**config.mk**
```make
export PLATFORM = sky130hd
export DESIGN_NAME = bcmc_top
export DESIGN_NICKNAME = d
export VERILOG_FILES = /design/src/hw/bcmc_top.v /design/src/hw/bcmc_pin_sync.v
export VERILOG_INCLUDE_DIRS = /design/src /design/src/hw
export SDC_FILE = /design/constraint.sdc
export NUM_CORES = 1
export LEC_CHECK = 0
export BUFFER_PORTS_ARGS = -buffer_cell sky130_fd_sc_hd__buf_2
export CORE_MARGIN = 2
export CORE_UTILIZATION = 50
export CTS_CLUSTER_SIZE = 28
export DETAILED_ROUTE_END_ITERATION = 16
export GPL_TIMING_DRIVEN = 0
export PLACE_DENSITY = 0.79
export SLEW_MARGIN = 10
export SYNTH_ARGS = -nofsm -noshare
export SYNTH_HDL_FRONTEND = slang
export SYNTH_HIERARCHICAL = 1
export SYNTH_SLANG_ARGS = --single-unit
```
**constraint.sdc**
```tcl
create_clock -name clk_i -period 1.9 [get_ports clk_i]
set_clock_uncertainty 0.1 [all_clocks]
set_input_delay 0.38 -clock clk_i [delete_from_list [all_inputs] [get_ports clk_i]]
set_output_delay 0.38 -clock clk_i [all_outputs]
set_load 0.02 [all_outputs]
```
**src/hw/bcmc_defs.vh**
```
// Constants for the bus clock mode control block
`ifndef BCMC_DEFS_VH
`define BCMC_DEFS_VH

// Register byte offsets
`define BCMC_ADR_CTRL 4'h0
`define BCMC_ADR_STATUS 4'h4
`define BCMC_ADR_WAITCNT 4'h8

// Control register fields and reset value
`define BCMC_CTRL_FAST_EN 0
`define BCMC_CTRL_WCLR 1
`define BCMC_CTRL_RST 2'h1

// Status register fields
`define BCMC_ST_SINGLE 0
`define BCMC_ST_SYNC 1
`define BCMC_ST_ON_BUS 2
`define BCMC_ST_STALL 3
`define BCMC_ST_BUSY 4
`define BCMC_ST_DELAYED 5
`define BCMC_ST_SWITCHING 6

// Synchronised pin positions
`define BCMC_P_BCLK 0
`define BCMC_P_FAST_CORE_CLOCK 1
`define BCMC_P_STALL 2
`define BCMC_P_SINGLE 3
`define BCMC_P_SYNC 4
`define BCMC_P_ALE 5
`define BCMC_NPINS 6

// Core clock source states
`define BCMC_SRC_FAST 2'h0
`define BCMC_SRC_BUS 2'h1
`define BCMC_SRC_TOBUS 2'h2
`define BCMC_SRC_TOFAST 2'h3

// Access states
`define BCMC_ACC_IDLE 1'h0
`define BCMC_ACC_RUN 1'h1

`endif

```
**src/hw/bcmc_top.v**
```verilog
// Bus clock mode control: clock selection, wait handling, register slave
//
// Implementation choices: register access over Wishbone and the placing of the registers.
`include "bcmc_defs.vh"

module bcmc_top #(
  parameter ACC_BEATS = 1,
  parameter CNT_W = 16
) (
  input wire clk_i,
  input wire rst_i,
  input wire wb_cyc_i,
  input wire wb_stb_i,
  input wire wb_we_i,
  input wire [3:0] wb_adr_i,
  input wire [3:0] wb_sel_i,
  input wire [31:0] wb_dat_i,
  output wire [31:0] wb_dat_o,
  output wire wb_ack_o,
  input wire bus_clock_i,
  input wire fast_core_clock_i,
  input wire bus_stall_n_i,
  input wire single_clock_sel_i,
  input wire sync_async_select_i,
  input wire addr_timing_sel_i,
  input wire acc_req_i,
  input wire acc_read_i,
  input wire acc_buffered_i,
  output wire acc_ready_o,
  output wire acc_done_o,
  output wire core_tick_o,
  output wire core_stall_o,
  output wire bus_tick_o,
  output wire mem_req_n_o,
  output wire core_on_bus_o,
  output wire delayed_addr_o,
  output wire addr_latch_o
);

  wire [`BCMC_NPINS-1:0] pin_lvl;
  wire [`BCMC_NPINS-1:0] pin_rise;

  bcmc_pin_sync #(
    .W(`BCMC_NPINS)
  ) u_sync (
    .clk_i(clk_i),
    .rst_i(rst_i),
    .pin_i({addr_timing_sel_i, sync_async_select_i, single_clock_sel_i,
            bus_stall_n_i, fast_core_clock_i, bus_clock_i}),
    .lvl_o(pin_lvl),
    .rise_o(pin_rise)
  );

  wire bclk_rise = pin_rise[`BCMC_P_BCLK];
  wire fast_core_clock_rise = pin_rise[`BCMC_P_FAST_CORE_CLOCK];
  wire stall_n = pin_lvl[`BCMC_P_STALL];
  wire single = pin_lvl[`BCMC_P_SINGLE];
  wire sync_mode = pin_lvl[`BCMC_P_SYNC] & ~single;
  wire ale = pin_lvl[`BCMC_P_ALE];

  wire bus_edge = bclk_rise & stall_n;

  reg [1:0] ctrl_ff;
  reg [1:0] nxt_ctrl;
  reg [1:0] src_ff;
  reg [1:0] nxt_src;
  reg acc_ff;
  reg nxt_acc;
  reg acc_read_ff;
  reg nxt_acc_read;
  reg acc_buf_ff;
  reg nxt_acc_buf;
  reg [7:0] beat_ff;
  reg [7:0] nxt_beat;
  reg [CNT_W-1:0] wcnt_ff;
  reg [CNT_W-1:0] nxt_wcnt;
  reg done_ff;
  reg nxt_done;
  reg core_tick_ff;
  reg nxt_core_tick;
  reg bus_tick_ff;
  reg mreq_n_ff;
  reg nxt_mreq_n;
  reg stall_ff;
  reg on_bus_ff;
  reg delayed_ff;
  reg latch_ff;
  reg ready_ff;
  reg ack_ff;
  reg nxt_ack;
  reg [31:0] rdat_ff;
  reg [31:0] nxt_rdat;

  wire fast_en = ctrl_ff[`BCMC_CTRL_FAST_EN];
  wire acc_stalls = acc_ff & ~acc_buf_ff;
  // single mode pins core to bus clock
  wire want_bus = single | ~fast_en | acc_stalls;

  wire wb_req = wb_cyc_i & wb_stb_i & ~ack_ff;
  // Writes land at the edge where the master sees ack
  wire wb_wr = wb_cyc_i & wb_stb_i & ack_ff & wb_we_i;

  // Write strobe for one byte of a register
  function lane_wr;
    input [3:0] adr;
    input [3:0] want;
    input [3:0] sel;
    begin
      lane_wr = (adr == want) & sel[0];
    end
  endfunction

  wire ctrl_wr = wb_wr & lane_wr(wb_adr_i, `BCMC_ADR_CTRL, wb_sel_i);
  wire wclr = ctrl_wr & wb_dat_i[`BCMC_CTRL_WCLR];

  // Core clock source selection
  always @* begin
    nxt_src = src_ff;
    case (src_ff)
      `BCMC_SRC_FAST: begin
        if (want_bus) begin
          if (sync_mode | single) begin
            nxt_src = `BCMC_SRC_BUS;
          end else begin
            nxt_src = `BCMC_SRC_TOBUS;
          end
        end
      end
      `BCMC_SRC_TOBUS: begin
        // wait at most one bus period
        if (bclk_rise | single) begin
          nxt_src = `BCMC_SRC_BUS;
        end
      end
      `BCMC_SRC_BUS: begin
        if (!want_bus) begin
          if (sync_mode) begin
            nxt_src = `BCMC_SRC_FAST;
          end else begin
            nxt_src = `BCMC_SRC_TOFAST;
          end
        end
      end
      `BCMC_SRC_TOFAST: begin
        // wait at most one fast period
        if (single) begin
          nxt_src = `BCMC_SRC_BUS;
        end else if (fast_core_clock_rise) begin
          nxt_src = `BCMC_SRC_FAST;
        end else if (want_bus) begin
          nxt_src = `BCMC_SRC_TOBUS;
        end
      end
      default: begin
        nxt_src = `BCMC_SRC_BUS;
      end
    endcase
  end

  // Core tick from the selected clock
  always @* begin
    nxt_core_tick = 1'b0;
    if (single) begin
      nxt_core_tick = bclk_rise;
    end else begin
      case (src_ff)
        `BCMC_SRC_FAST: nxt_core_tick = fast_core_clock_rise & ~want_bus;
        `BCMC_SRC_BUS: nxt_core_tick = bclk_rise;
        `BCMC_SRC_TOBUS: nxt_core_tick = bclk_rise;
        `BCMC_SRC_TOFAST: nxt_core_tick = fast_core_clock_rise;
        default: nxt_core_tick = 1'b0;
      endcase
    end
  end

  // External access sequencing
  always @* begin
    nxt_acc = acc_ff;
    nxt_acc_read = acc_read_ff;
    nxt_acc_buf = acc_buf_ff;
    nxt_beat = beat_ff;
    nxt_wcnt = wcnt_ff;
    nxt_done = 1'b0;
    if (wclr) begin
      nxt_wcnt = {CNT_W{1'b0}};
    end
    case (acc_ff)
      `BCMC_ACC_IDLE: begin
        if (acc_req_i) begin
          nxt_acc = `BCMC_ACC_RUN;
          nxt_acc_read = acc_read_i;
          nxt_acc_buf = acc_buffered_i & ~acc_read_i;
          nxt_beat = 8'h00;
        end
      end
      `BCMC_ACC_RUN: begin
        if (bclk_rise & ~stall_n & ~wclr) begin
          nxt_wcnt = wcnt_ff + {{(CNT_W-1){1'b0}}, 1'b1};
        end
        if (bus_edge) begin
          if (beat_ff == ACC_BEATS[7:0] - 8'h01) begin
            nxt_acc = `BCMC_ACC_IDLE;
            nxt_done = 1'b1;
          end else begin
            nxt_beat = beat_ff + 8'h01;
          end
        end
      end
      default: begin
        nxt_acc = `BCMC_ACC_IDLE;
      end
    endcase
  end

  // request stage opens when an access is accepted, then moves on bus cycles
  always @* begin
    nxt_mreq_n = mreq_n_ff;
    if (!acc_ff & acc_req_i) begin
      nxt_mreq_n = 1'b0;
    end else if (bus_edge) begin
      nxt_mreq_n = ~(acc_ff & ~nxt_done);
    end
  end

  // Register slave
  always @* begin
    nxt_ack = wb_req;
    nxt_ctrl = ctrl_ff;
    nxt_rdat = 32'h00000000;
    if (ctrl_wr) begin
      nxt_ctrl[`BCMC_CTRL_FAST_EN] = wb_dat_i[`BCMC_CTRL_FAST_EN];
    end
    if (wb_req & ~wb_we_i) begin
      case (wb_adr_i)
        `BCMC_ADR_CTRL: nxt_rdat[1:0] = {1'b0, ctrl_ff[`BCMC_CTRL_FAST_EN]};
        `BCMC_ADR_STATUS: begin
          nxt_rdat[`BCMC_ST_SINGLE] = single;
          nxt_rdat[`BCMC_ST_SYNC] = sync_mode;
          nxt_rdat[`BCMC_ST_ON_BUS] = on_bus_ff;
          nxt_rdat[`BCMC_ST_STALL] = stall_ff;
          nxt_rdat[`BCMC_ST_BUSY] = acc_ff;
          nxt_rdat[`BCMC_ST_DELAYED] = delayed_ff;
          nxt_rdat[`BCMC_ST_SWITCHING] = src_ff[1];
        end
        `BCMC_ADR_WAITCNT: nxt_rdat[CNT_W-1:0] = wcnt_ff;
        default: nxt_rdat = 32'h00000000;
      endcase
    end
  end

  // no timeouts, state only moves on edges
  always @(posedge clk_i) begin
    if (rst_i) begin
      ctrl_ff <= `BCMC_CTRL_RST;
      src_ff <= `BCMC_SRC_BUS;
      acc_ff <= `BCMC_ACC_IDLE;
      acc_read_ff <= 1'b0;
      acc_buf_ff <= 1'b0;
      beat_ff <= 8'h00;
      wcnt_ff <= {CNT_W{1'b0}};
      done_ff <= 1'b0;
      core_tick_ff <= 1'b0;
      bus_tick_ff <= 1'b0;
      mreq_n_ff <= 1'b1;
      stall_ff <= 1'b0;
      on_bus_ff <= 1'b1;
      delayed_ff <= 1'b0;
      latch_ff <= 1'b0;
      ready_ff <= 1'b0;
      ack_ff <= 1'b0;
      rdat_ff <= 32'h00000000;
    end else begin
      ctrl_ff <= nxt_ctrl;
      src_ff <= nxt_src;
      acc_ff <= nxt_acc;
      acc_read_ff <= nxt_acc_read;
      acc_buf_ff <= nxt_acc_buf;
      beat_ff <= nxt_beat;
      wcnt_ff <= nxt_wcnt;
      done_ff <= nxt_done;
      core_tick_ff <= nxt_core_tick;
      bus_tick_ff <= bus_edge;
      mreq_n_ff <= nxt_mreq_n;
      stall_ff <= nxt_acc & ~nxt_acc_buf;
      on_bus_ff <= nxt_src == `BCMC_SRC_BUS;
      delayed_ff <= single & ~ale;
      latch_ff <= ~single & ale;
      ready_ff <= ~nxt_acc;
      ack_ff <= nxt_ack;
      rdat_ff <= nxt_rdat;
    end
  end

  assign wb_ack_o = ack_ff;
  assign wb_dat_o = rdat_ff;
  assign acc_ready_o = ready_ff;
  assign acc_done_o = done_ff;
  assign core_tick_o = core_tick_ff;
  assign core_stall_o = stall_ff;
  assign bus_tick_o = bus_tick_ff;
  assign mem_req_n_o = mreq_n_ff;
  assign core_on_bus_o = on_bus_ff;
  assign delayed_addr_o = delayed_ff;
  assign addr_latch_o = latch_ff;

endmodule // bcmc_top

```
**src/hw/bcmc_pin_sync.v**
```verilog
// Two-stage pin synchroniser with rising edge detection
module bcmc_pin_sync #(
  parameter W = 6
) (
  input wire clk_i,
  input wire rst_i,
  input wire [W-1:0] pin_i,
  output wire [W-1:0] lvl_o,
  output wire [W-1:0] rise_o
);

  reg [W-1:0] meta_ff;
  reg [W-1:0] sync_ff;
  reg [W-1:0] prev_ff;

  always @(posedge clk_i) begin
    if (rst_i) begin
      meta_ff <= {W{1'b0}};
      sync_ff <= {W{1'b0}};
      prev_ff <= {W{1'b0}};
    end else begin
      meta_ff <= pin_i;
      sync_ff <= meta_ff;
      prev_ff <= sync_ff;
    end
  end

  assign lvl_o = sync_ff;
  assign rise_o = sync_ff & ~prev_ff;

endmodule // bcmc_pin_sync

```
# [After elaboration in Yosys (flattened, before gate mapping)]
# Index checks and enable logic that the tools add are counted.
[word_totals] ramBits=0 mem_bits_ro=0 output_inout_bits=42 word_cells=116 n_memories=0 latchBits=0 register_bits=85 in_bits=54
[op_classes] muxes=31 addsub=2 order_cmp=0 reduce_logical=9 n_mul=0 shift=0 div_mod_pow=0 bitwise=43 n_eq_ne=9
[ops] op="16-bit 2-to-1 mux" n=3
[ops] op="8-bit 2-to-1 mux" n=3
[ops] op="1-bit AND" n=20
[ops] op="1-bit NOT" n=17
[ops] op="16-bit by 1-bit adder with 16-bit output, second input constant" n=1
[ops] op="2-bit 2-to-1 mux" n=8
[ops] op="8-bit one-hot mux with 2 select lines" n=1
[ops] op="1-bit 2-to-1 mux" n=11
[ops] op="5-bit one-hot mux with 2 select lines" n=1
[ops] op="8-bit by 1-bit adder with 8-bit output, second input constant" n=1
[ops] op="8-bit logical NOT" n=1
[ops] op="2-bit one-hot mux with 4 select lines" n=1
[ops] op="2-bit inequality test, second input constant" n=3
[ops] op="2-bit one-hot mux with 3 select lines" n=1
[ops] op="2-bit by 1-bit == test with 1-bit output, second input constant" n=2
[ops] op="2-bit == test, second input constant" n=2
[ops] op="4-bit by 3-bit == test with 1-bit output, second input constant" n=1
[ops] op="4-bit == test, second input constant" n=1
[ops] op="4-bit logical NOT" n=1
[ops] op="1-bit bitwise OR" n=4
[ops] op="2-bit OR reduction" n=2
[ops] op="1-bit one-hot mux with 3 select lines" n=1
[ops] op="3-bit AND reduction" n=1
[ops] op="3-bit OR reduction" n=1
[ops] op="other kinds (6)" n=6

# [Depth between registers and ports, before layout]
# Gate-level depths: netlist of run 1.
[depth] ltp_word=10 depth_mapped=7 mapped_depth_nobuf=7

# [Cells and area by module]
# The synthesis of run 1 kept the hierarchy.
[by_module_without_submodules] mod="bcmc_top" area_per_inst_um2=2447.3 cells_each=264 instances=1 seq_area_each_um2=1101.1
[by_module_without_submodules] mod="bcmc_pin_sync" area_per_inst_um2=526.8 cells_each=43 instances=1 seq_area_each_um2=360.3

# [Worst setup path before layout of run 1]
# No wires, ideal clock.
[synth_timing] kind="register to register" start="register src_ff[0]" end="register on_bus_ff, in the netlist core_on_bus_o" n_path_buf=0 synth_period_minus_slack_ns=1.717 required_ns=1.704 stages_incl_launch_ff=8 setup_time_ns=0.096 setup_slack_ns=0.183 t_arrival_ns=1.521 cell_sequence="dfxtp_1 > inv_1 > ha_1 > nand2b_1 > a21oi_1 > o21ai_1 > a21boi_1 > o41ai_2"
[synth_between] elab_chain_len=5 elab_cells_between_ends=12 cone_classes="4 x eq/ne; 7 x mux; 1 x reduce/logical"
[synth_rtl] item="start: declaration" line_no="bcmc_top.v:65" rtl="reg [1:0] src_ff;"
[synth_rtl] item="start signal: assignment" line_no="bcmc_top.v:255" rtl="src_ff <= `BCMC_SRC_BUS;"
[synth_rtl] item="start signal: assignment" line_no="bcmc_top.v:274" rtl="src_ff <= nxt_src;"
[synth_rtl] item="2-bit 2-to-1 mux" line_no="bcmc_top.v:150" rtl="end else if (want_bus) begin"
[synth_rtl] item="2-bit 2-to-1 mux" line_no="bcmc_top.v:148" rtl="end else if (fast_core_clock_rise) begin"
[synth_rtl] item="2-bit 2-to-1 mux" line_no="bcmc_top.v:146" rtl="if (single) begin"
[synth_rtl] item="2-bit one-hot mux with 4 select lines *" line_no="bcmc_top.v:119" rtl="case (src_ff)"
[synth_rtl] item="2-bit by 1-bit == test with 1-bit output (no line) *"
[synth_rtl] item="end signal: assignment" line_no="bcmc_top.v:285" rtl="on_bus_ff <= nxt_src == `BCMC_SRC_BUS;"
[synth_rtl] item="end: declaration" line_no="bcmc_top.v:85" rtl="reg on_bus_ff;"
# Every way passes the cells marked *; elsewhere a longest branch is shown, timed or not.
# A chain may end at the register's enable or synchronous reset.

# [Worst setup path after layout of run 1]
[layout_timing] start="register beat_ff[0]" end="register beat_ff[4]"
[layout_between] elab_chain_len=4 elab_cells_between_ends=7 cone_classes="1 x add/sub; 1 x eq/ne; 3 x mux; 2 x reduce/logical"
[layout_rtl] item="start: declaration" line_no="bcmc_top.v:73" rtl="reg [7:0] beat_ff;"
[layout_rtl] item="start signal: assignment" line_no="bcmc_top.v:278" rtl="beat_ff <= nxt_beat;"
[layout_rtl] item="8-bit by 1-bit adder with 8-bit output" line_no="bcmc_top.v:205" rtl="nxt_beat = beat_ff + 8'h01;"
[layout_rtl] item="8-bit 2-to-1 mux" line_no="bcmc_top.v:201" rtl="if (beat_ff == ACC_BEATS[7:0] - 8'h01) begin"
[layout_rtl] item="8-bit 2-to-1 mux" line_no="bcmc_top.v:200" rtl="if (bus_edge) begin"
[layout_rtl] item="8-bit one-hot mux with 2 select lines" line_no="bcmc_top.v:187" rtl="case (acc_ff)"
# Parallel ways exist; a longest one is shown, timed or not. The select of a mux whose other input is x is not followed.

==> results.md, run 1 <==
* Post-route ant nets at 0
* Logic gate share of total power at 0.148
* First-pass GRT wire length at 8.88 mm
* Fin. max-slew vios at 0
* LEAKAGE at 0.00155 uW
* CP top delay family: simple AND/OR/NAND/NOR gates
* # fillers at 466
* Net Sw Frac at 0.264
* Commonest cells after routing, fill and taps aside: 67 x dfxtp_1, 47 x buf_2, 35 x nor2_1
* Setup TNS at 0 ns
* Total gr overflow at 0
* Warnings, synthesis at 6
* Placed Cells at 428
* Port-buffer cells at 46
* Worst Path Max Fanout at 5
* Die W at 79.4 microns
* Skew-Pair Late Insertion Delay at 0.35 ns
* Detailed Route WL at 5.31 mm
* Final Hold Violating Endpoints at 0
* Final critical-path required period at 1.76 ns
* GRT Util Overall at 0.182
* Bufs and invs on worst path at 1
* Clock group share of total power at 0.364
* Cts bufs inserted at 9
* CTS hold repair buffers at 0
* HP Class: in2reg
* CTS tree: yes
* CORE AREA at 5510 sq um
* Layout area overhead at 21.3%
* Fraction of layout cells with a size suffix above 1 at 0.250
* Die area at 6300 sq um
* Type of origin of the critical path: register
* Row count at 27
* Mean Syn Cell Area at 9.64 sq um
* RD Place Congestion at 0.858
* Cells after Synth at 295
* HP Start: addr_timing_sel_i
* RR Startpoint: beat_ff[0]
* Slew HR at 0.660
* Drt pass-1 iters at 6
* Clock tree buffer depth at 2
* Chip Height at 79.4 microns
* Final Util at 0.626
* Pwr Density at 930 nW/um^2
* Number of global-route vias before repair at 2002
* Initial DRC count at 79
* Pint at 2360 uW
* Setup crit end kind: register
* Initial Util at 0.516
* Achievable Freq at 568 MHz
* # diodes at 0
* Synth Cell Area at 2840 sq um
* H-tree levels at 3
* Clk slew on worst S/H paths at 0.07 ns
* CP Cell Sequence: inv_1 > ha_1 > nor4b_4 > a21oi_4 > nor2_2 > or3_1 > a21oi_1
* Post-route non-filler standard cell count at 444
* Reg area at 1380 sq um
* Fin crit share at 0.927
* RSZ-0062 raised after global routing: false
* Worst slew pin tran at 0.506 ns
* TritonCTS Sinks at 69
* Remaining DRCs at 0
* Maximum VDD drop at 619 uV
* Initial antenna violation count at 0
* Worst path max stage delay at 0.38 ns
* Status: completed
* Commonest non-fill, non-tap cell in the layout: dfxtp_1
* CP required at 2.08 ns
* Final Hold Slack at 0.137 ns
* Crit path launch: beat_ff[0]
* Largest net degree at the start of global routing at 12
* Max Cap Viol at 0
* Kind of critical path: reg2reg
* Setup violators final at 0
* Psw at 848 uW
* IO Count at 96
* DR WL/cell at 12.0 microns
* Via count at 2172
* Footprint of the multi-input gates at 1370 sq um
* Nets@finish at 428
* Vias per cell at 4.89
* Root Driver: clkbuf_8
* Sequential share of power at 0.488
* HPWL Detailed at 3.81 mm
* Worst path arrival time at 1.94 ns
* Crit path max-delay cell type: dfxtp_1
==> path summary, 6_finish.rpt <==
path              cells after the start  slack, ns                 to
hold reg to reg                       1       0.33     delayed_addr_o
setup / recovery                      7       0.14         beat_ff[4]
setup reg to reg                      7       0.14         beat_ff[4]
hold / removal                        2       0.14  u_sync/meta_ff[5]
==> registers in the layout, indices dropped and copies added (netlist names), 2 cells and up <==
register and cells:
u_sync/prev_ff 2, wb_dat_o 16, src_ff 2, beat_ff 8
u_sync/lvl_o 6, u_sync/meta_ff 6, wcnt_ff 16
==> cell type report <==
class / count / share of cell area
timing repair buffer: 46 / 0.0668
inverter: 9 / 0.00980
buffer: 22 / 0.0443
tap: 72 / 0.0261
multi-input combinational: 210 / 0.396
clock buffer: 12 / 0.0421
clock inverter: 4 / 0.0138
sequential: 69 / 0.401
==> per-layer routing <==
metal	GRT usage	routed length, microns	vias up
li1	-	-	1108
met1	0.208	2250	986
met2	0.319	2710	60
met3	0.0407	231	18
met4	0.0879	123	0
met5	0	0	-
==> power by group through the flow <==
stage | sequential (uW) | clock (uW) | combinational, uW
floorplan | 1600 | 0 | 338
global placement | 1590 | 0 | 450
detailed placement | 1590 | 0 | 466
CTS | 1560 | 1190 | 468
global route | 1570 | 1250 | 530
finish | 1560 | 1170 | 476
==> through the flow <==
| stage | total power [uW] | setup WS (ns) | area [sq um] |
|---|---|---|---|
| floorplan | 1940 | 0.183 | 2900 |
| global placement | 2040 | -0.143 | 3220 |
| detailed placement | 2060 | -0.193 | 3220 |
| CTS | 3220 | 0.0446 | 3420 |
| global route | 3350 | 0.0255 | 3450 |
| finish | 3210 | 0.139 | 3450 |
==> timing repair <==
action | in CTS | in global routing
setup buffers | 0 | 0
endpoints found under the setup margin | 3 | 14
gates resized for setup | 3 | 7
pin swaps | 0 | 0
Note: power is estimated with default switching activity, not from simulation.
==> run 2: changes to the inputs <==
- CORE_UTILIZATION: 50 -> 52
- CTS_BUF_LIST: not set -> sky130_fd_sc_hd__clkbuf_8
- PLACE_DENSITY: 0.79 -> 0.82
==> run 2 against run 1 <==
Net effect:
- clock power about the same
- cell count grew 0.45%
- worst setup slack lost 0.027 ns
- critical path type unchanged
- largest cell class unchanged
- first-iteration DRC count is 38% higher
- combinational power is 4% higher
- via count grew 4.4%
- routed wire length grew 3.9%
==> results.md, run 2 (same netlist as run 1, synthesis figures left out) <==
* Port-buffer cells at 46
* CTS hold repair buffers at 0
* Status: completed
* Footprint of the multi-input gates at 1360 sq um
* Largest net degree at the start of global routing at 13
* Initial DRC count at 109
* Fin. max-slew vios at 0
* Clk slew on worst S/H paths at 0.07 ns
* Final critical-path required period at 1.79 ns
* Type of origin of the critical path: register
* First-pass GRT wire length at 9.06 mm
* Pwr Density at 925 nW/um^2
* DR WL/cell at 12.4 microns
* Achievable Freq at 559 MHz
* Number of global-route vias before repair at 2053
* Worst path arrival time at 1.94 ns
* Reg2reg path depth at 7
* Die area at 6070 sq um
* Final Hold Violating Endpoints at 0
* LEAKAGE at 0.00157 uW
* RR Endpoint: core_on_bus_o
* Post-route ant nets at 0
* Skew-Pair Late Insertion Delay at 0.35 ns
* CP required at 2.05 ns
* Initial antenna violation count at 0
* Die W at 77.9 microns
* Drt pass-1 iters at 4
* Total gr overflow at 0
* Reg area at 1390 sq um
* Nets@finish at 432
* Chip Height at 77.9 microns
* Kind of critical path: reg2reg
* Hold Crit Endpoint: u_sync/meta_ff[4]
* Clock tree buffer depth at 2
* WHS Path Cells at 2
* Commonest non-fill, non-tap cell in the layout: dfxtp_1
* Fraction of layout cells with a size suffix above 1 at 0.266
* TritonCTS Sinks at 69
* Reg2Reg Setup Slack at 0.11 ns
* Initial Util at 0.546
* HP Start: sync_async_select_i
* Fin crit share at 0.941
* Vias per cell at 5.08
* Root Driver: clkbuf_8
* GRT Util Overall at 0.190
* Cts bufs inserted at 9
* Worst Path Max Fanout at 8
* Max Cap Viol at 0
* Via count at 2267
* Final Util at 0.667
* Maximum VDD drop at 617 uV
* Remaining DRCs at 0
* Crit path launch: src_ff[0]
* Detailed Route WL at 5.52 mm
* Layout area overhead at 22.1%
* RD Place Congestion at 0.844
* # fillers at 423
* Post-route non-filler standard cell count at 446
* CORE AREA at 5200 sq um
* RR Startpoint: src_ff[0]
* Setup crit end kind: register
* Placed Cells at 426
* IO Count at 96
* Row count at 26
* H-tree levels at 3
* Commonest cells after routing, fill and taps aside: 65 x dfxtp_1, 47 x buf_2, 35 x nor2_1
* Setup violators final at 0
* # diodes at 0
* CTS tree: yes
* HP Class: in2reg
* HPWL Detailed at 3.83 mm
## run 2: changes by cell type in the layout (fill, tap and decap cells not counted), moves of 2 or more
cell     before  now
a21oi_2       0    2
buf_4        18   22
dfxtp_1      67   65
dfxtp_2       2    4
## run 2: worst max-delay path, cell delays in order, from the launching register on
cell and delay (ns):
dfxtp_2 0.40, inv_1 0.09, ha_2 0.24, nand2b_1 0.17, a21oi_2 0.12, o21ai_1 0.08
a21boi_1 0.16, o41ai_2 0.34
## run 2: what timing repair did
item                       CTS  global route
pin swaps                    0             1
setup endpoints to repair    3            13
cloned                       0             0
resized for setup            3             7
buffers inserted             0             4
## run 2: cell type report
| type | instances | share of cell area |
|---|---|---|
| clock buffer | 9 | 0.0357 |
| tap | 70 | 0.0252 |
| timing repair buffer | 50 | 0.0750 |
| multi-input combinational | 210 | 0.392 |
| inverter | 9 | 0.00973 |
| clock inverter | 7 | 0.0195 |
| sequential | 69 | 0.399 |
| buffer | 22 | 0.0436 |
## run 2: worst max-delay path by stage
stage / endpoint / depth (start not counted) / slack [ns]
2_1_floorplan: core_on_bus_o / 7 / 0.18
3_3_place_gp: wb_dat_o[6] / 6 / -0.13
3_5_place_dp: wb_dat_o[6] / 6 / -0.14
4_1_cts: core_on_bus_o / 7 / 0.02
5_1_grt: beat_ff[3] / 8 / -0.02
6_report: core_on_bus_o / 7 / 0.11
## run 2: where the power goes
group / switching, uW / leakage (uW) / total [uW] / internal (uW)
Sequential: 58.3 / 0.000562 / 1570 / 1510
Clock: 554 / 0.0000964 / 1150 / 598
Combinational: 278 / 0.000915 / 495 / 217
Total: 891 / 0.00157 / 3210 / 2320
## run 2: metal layers
| metal | track usage | wire length [microns] | part of all wire |
|---|---|---|---|
| met1 | 0.218 | 2210 | 0.40 |
| met2 | 0.327 | 2820 | 0.51 |
| met3 | 0.0628 | 344 | 0.062 |
| met4 | 0.0719 | 140 | 0.025 |
| met5 | 0 | 0 | 0 |
## run 2: metrics by stage
step / TNS [ns] / area [sq um] / worst slack [ns] / total power, uW / hold WS [ns]
3_3_place_gp: -1.00 / 3220 / -0.131 / 2040 / 0.301
3_5_place_dp: -1.49 / 3220 / -0.140 / 2050 / 0.318
2_1_floorplan: 0 / 2900 / 0.183 / 1940 / 0.290
6_report: 0 / 3470 / 0.112 / 3210 / 0.139
5_1_grt: -0.0434 / 3470 / -0.0236 / 3370 / 0.135
4_1_cts: 0 / 3410 / 0.0186 / 3200 / 0.133
==> run 3: changes to the inputs <==
==> constraint.sdc (replaced) <==
create_clock -name clk_i -period 1.9 [get_ports clk_i]
set_clock_uncertainty 0.1 [all_clocks]
set_input_delay 0.57 -clock clk_i [delete_from_list [all_inputs] [get_ports clk_i]]
set_output_delay 0.57 -clock clk_i [all_outputs]
set_load 0.02 [all_outputs]
==> run 3 against run 2 <==
Net effect:
- die area unchanged
- flip-flop and latch count unchanged
- register-to-register slack about the same
==> results.md, run 3 (same netlist as run 1, synthesis figures left out) <==
* Status: completed
* Final critical-path required period at 1.79 ns
* Final Hold Violating Endpoints at 0
* Final Util at 0.667
* H-tree levels at 3
* Crit path max-delay cell type: dfxtp_2
* Cts bufs inserted at 9
* HP Class: in2reg
* Pwr Density at 925 nW/um^2
* Die W at 77.9 microns
* CORE AREA at 5200 sq um
* Root Driver: clkbuf_8
* Setup violators final at 0
* Commonest cells after routing, fill and taps aside: 65 x dfxtp_1, 47 x buf_2, 35 x nor2_1
* Via count at 2267
* Fin. max-slew vios at 0
* Bufs and invs on worst path at 1
* Largest net degree at the start of global routing at 13
* Initial Util at 0.546
* Initial antenna violation count at 0
* IO Count at 96
* Nets@finish at 432
* Row count at 26
* HPWL Detailed at 3.83 mm
* Maximum VDD drop at 618 uV
* Worst Path Max Fanout at 8
* Clock tree buffer depth at 2
* RD Place Congestion at 0.844
* Met1 Resource Use GR at 0.218
* CP top delay family: compound AO/OA/AOI/OAI gates
* Fin crit share at 0.943
* Initial DRC count at 109
* Vias per cell at 5.08
* Worst path max stage delay at 0.40 ns
* Max Cap Viol at 0
* # diodes at 0
* GRT Util Overall at 0.190
* Worst path arrival time at 1.94 ns
* CTS hold repair buffers at 0
* Skew-Pair Late Insertion Delay at 0.34 ns
* Clk slew on worst S/H paths at 0.07 ns
* Kind of critical path: reg2reg
* Met2 GRT Util at 0.327
* Number of global-route vias before repair at 2053
* TritonCTS Sinks at 69
* Die area at 6070 sq um
* Fraction of layout cells with a size suffix above 1 at 0.269
* Footprint of the multi-input gates at 1360 sq um
* GR peak layer: met2
* Reg2Reg Setup Slack at 0.11 ns
* Achievable Freq at 558 MHz
* CP Cell Sequence: inv_1 > ha_2 > nand2b_1 > a21oi_2 > o21ai_1 > a21boi_1 > o41ai_2
* Chip Height at 77.9 microns
* DR WL/cell at 12.4 microns
* Layout area overhead at 22.2%
* Detailed Route WL at 5.54 mm
* Setup crit end kind: register
* Setup TNS at 0 ns
* LEAKAGE at 0.00158 uW
* CTS tree: yes
* Type of origin of the critical path: register
* Post-route ant nets at 0
* Total gr overflow at 0
* Remaining DRCs at 0
* Drt pass-1 iters at 4
* Port-buffer cells at 46
* Reg area at 1390 sq um
* Commonest non-fill, non-tap cell in the layout: dfxtp_1
* # fillers at 423
* First-pass GRT wire length at 9.06 mm
* CP required at 2.05 ns
* Met3 Usage GRT at 0.0628
-- run 3: cell counts in the layout (fill, tap and decap cells not counted) --
No cell type changed its count.
-- run 3: worst paths after layout --
| path | startpoint | end | cells past startpoint |
|---|---|---|---|
| hold reg to reg | u_sync/meta_ff[1] | u_sync/lvl_o[1] | 1 |
| hold / removal | sync_async_select_i | u_sync/meta_ff[4] | 2 |
| setup reg to reg | src_ff[0] | core_on_bus_o | 7 |
| setup / recovery | src_ff[0] | core_on_bus_o | 7 |
-- run 3: layout make-up --
type,count,area share
plain buffers,22,0.0439
clock buffers,9,0.0357
clock inverters,7,0.0195
inverters,9,0.00973
multi-input cells,210,0.392
flip-flops and latches,69,0.399
well taps,70,0.0252
repair buffers,50,0.0749
-- run 3: per-stage QoR --
step | worst slack [ns] | hold slack (ns) | total power [uW] | area, sq um | instances
floorplan | 0.116 | 0.290 | 1940 | 2900 | 310
global placement | -0.321 | 0.301 | 2040 | 3220 | 426
detailed placement | -0.330 | 0.318 | 2050 | 3220 | 426
CTS | 0.0186 | 0.323 | 3200 | 3410 | 442
global route | -0.0236 | 0.325 | 3370 | 3470 | 446
finish | 0.109 | 0.329 | 3210 | 3470 | 446
-- run 3: per-layer routing --
metal	wire (microns)	up-vias
met3	317	19
met4	140	0
met1	2250	1050
li1	-	1119
met5	0	-
met2	2840	79
-- run 3: what timing repair did --
action,4_1_cts,5_1_grt
setup endpoints to repair,3,13
buffers inserted,0,4
endpoints found under the hold margin,0,0
gates resized for setup,3,9
pin swaps,0,1
-- run 3: power breakdown --
part	total, uW	internal, uW	switching, uW
registers	1570	1510	59.3
clock network	1150	598	552
logic	496	217	279
total	3210	2320	890
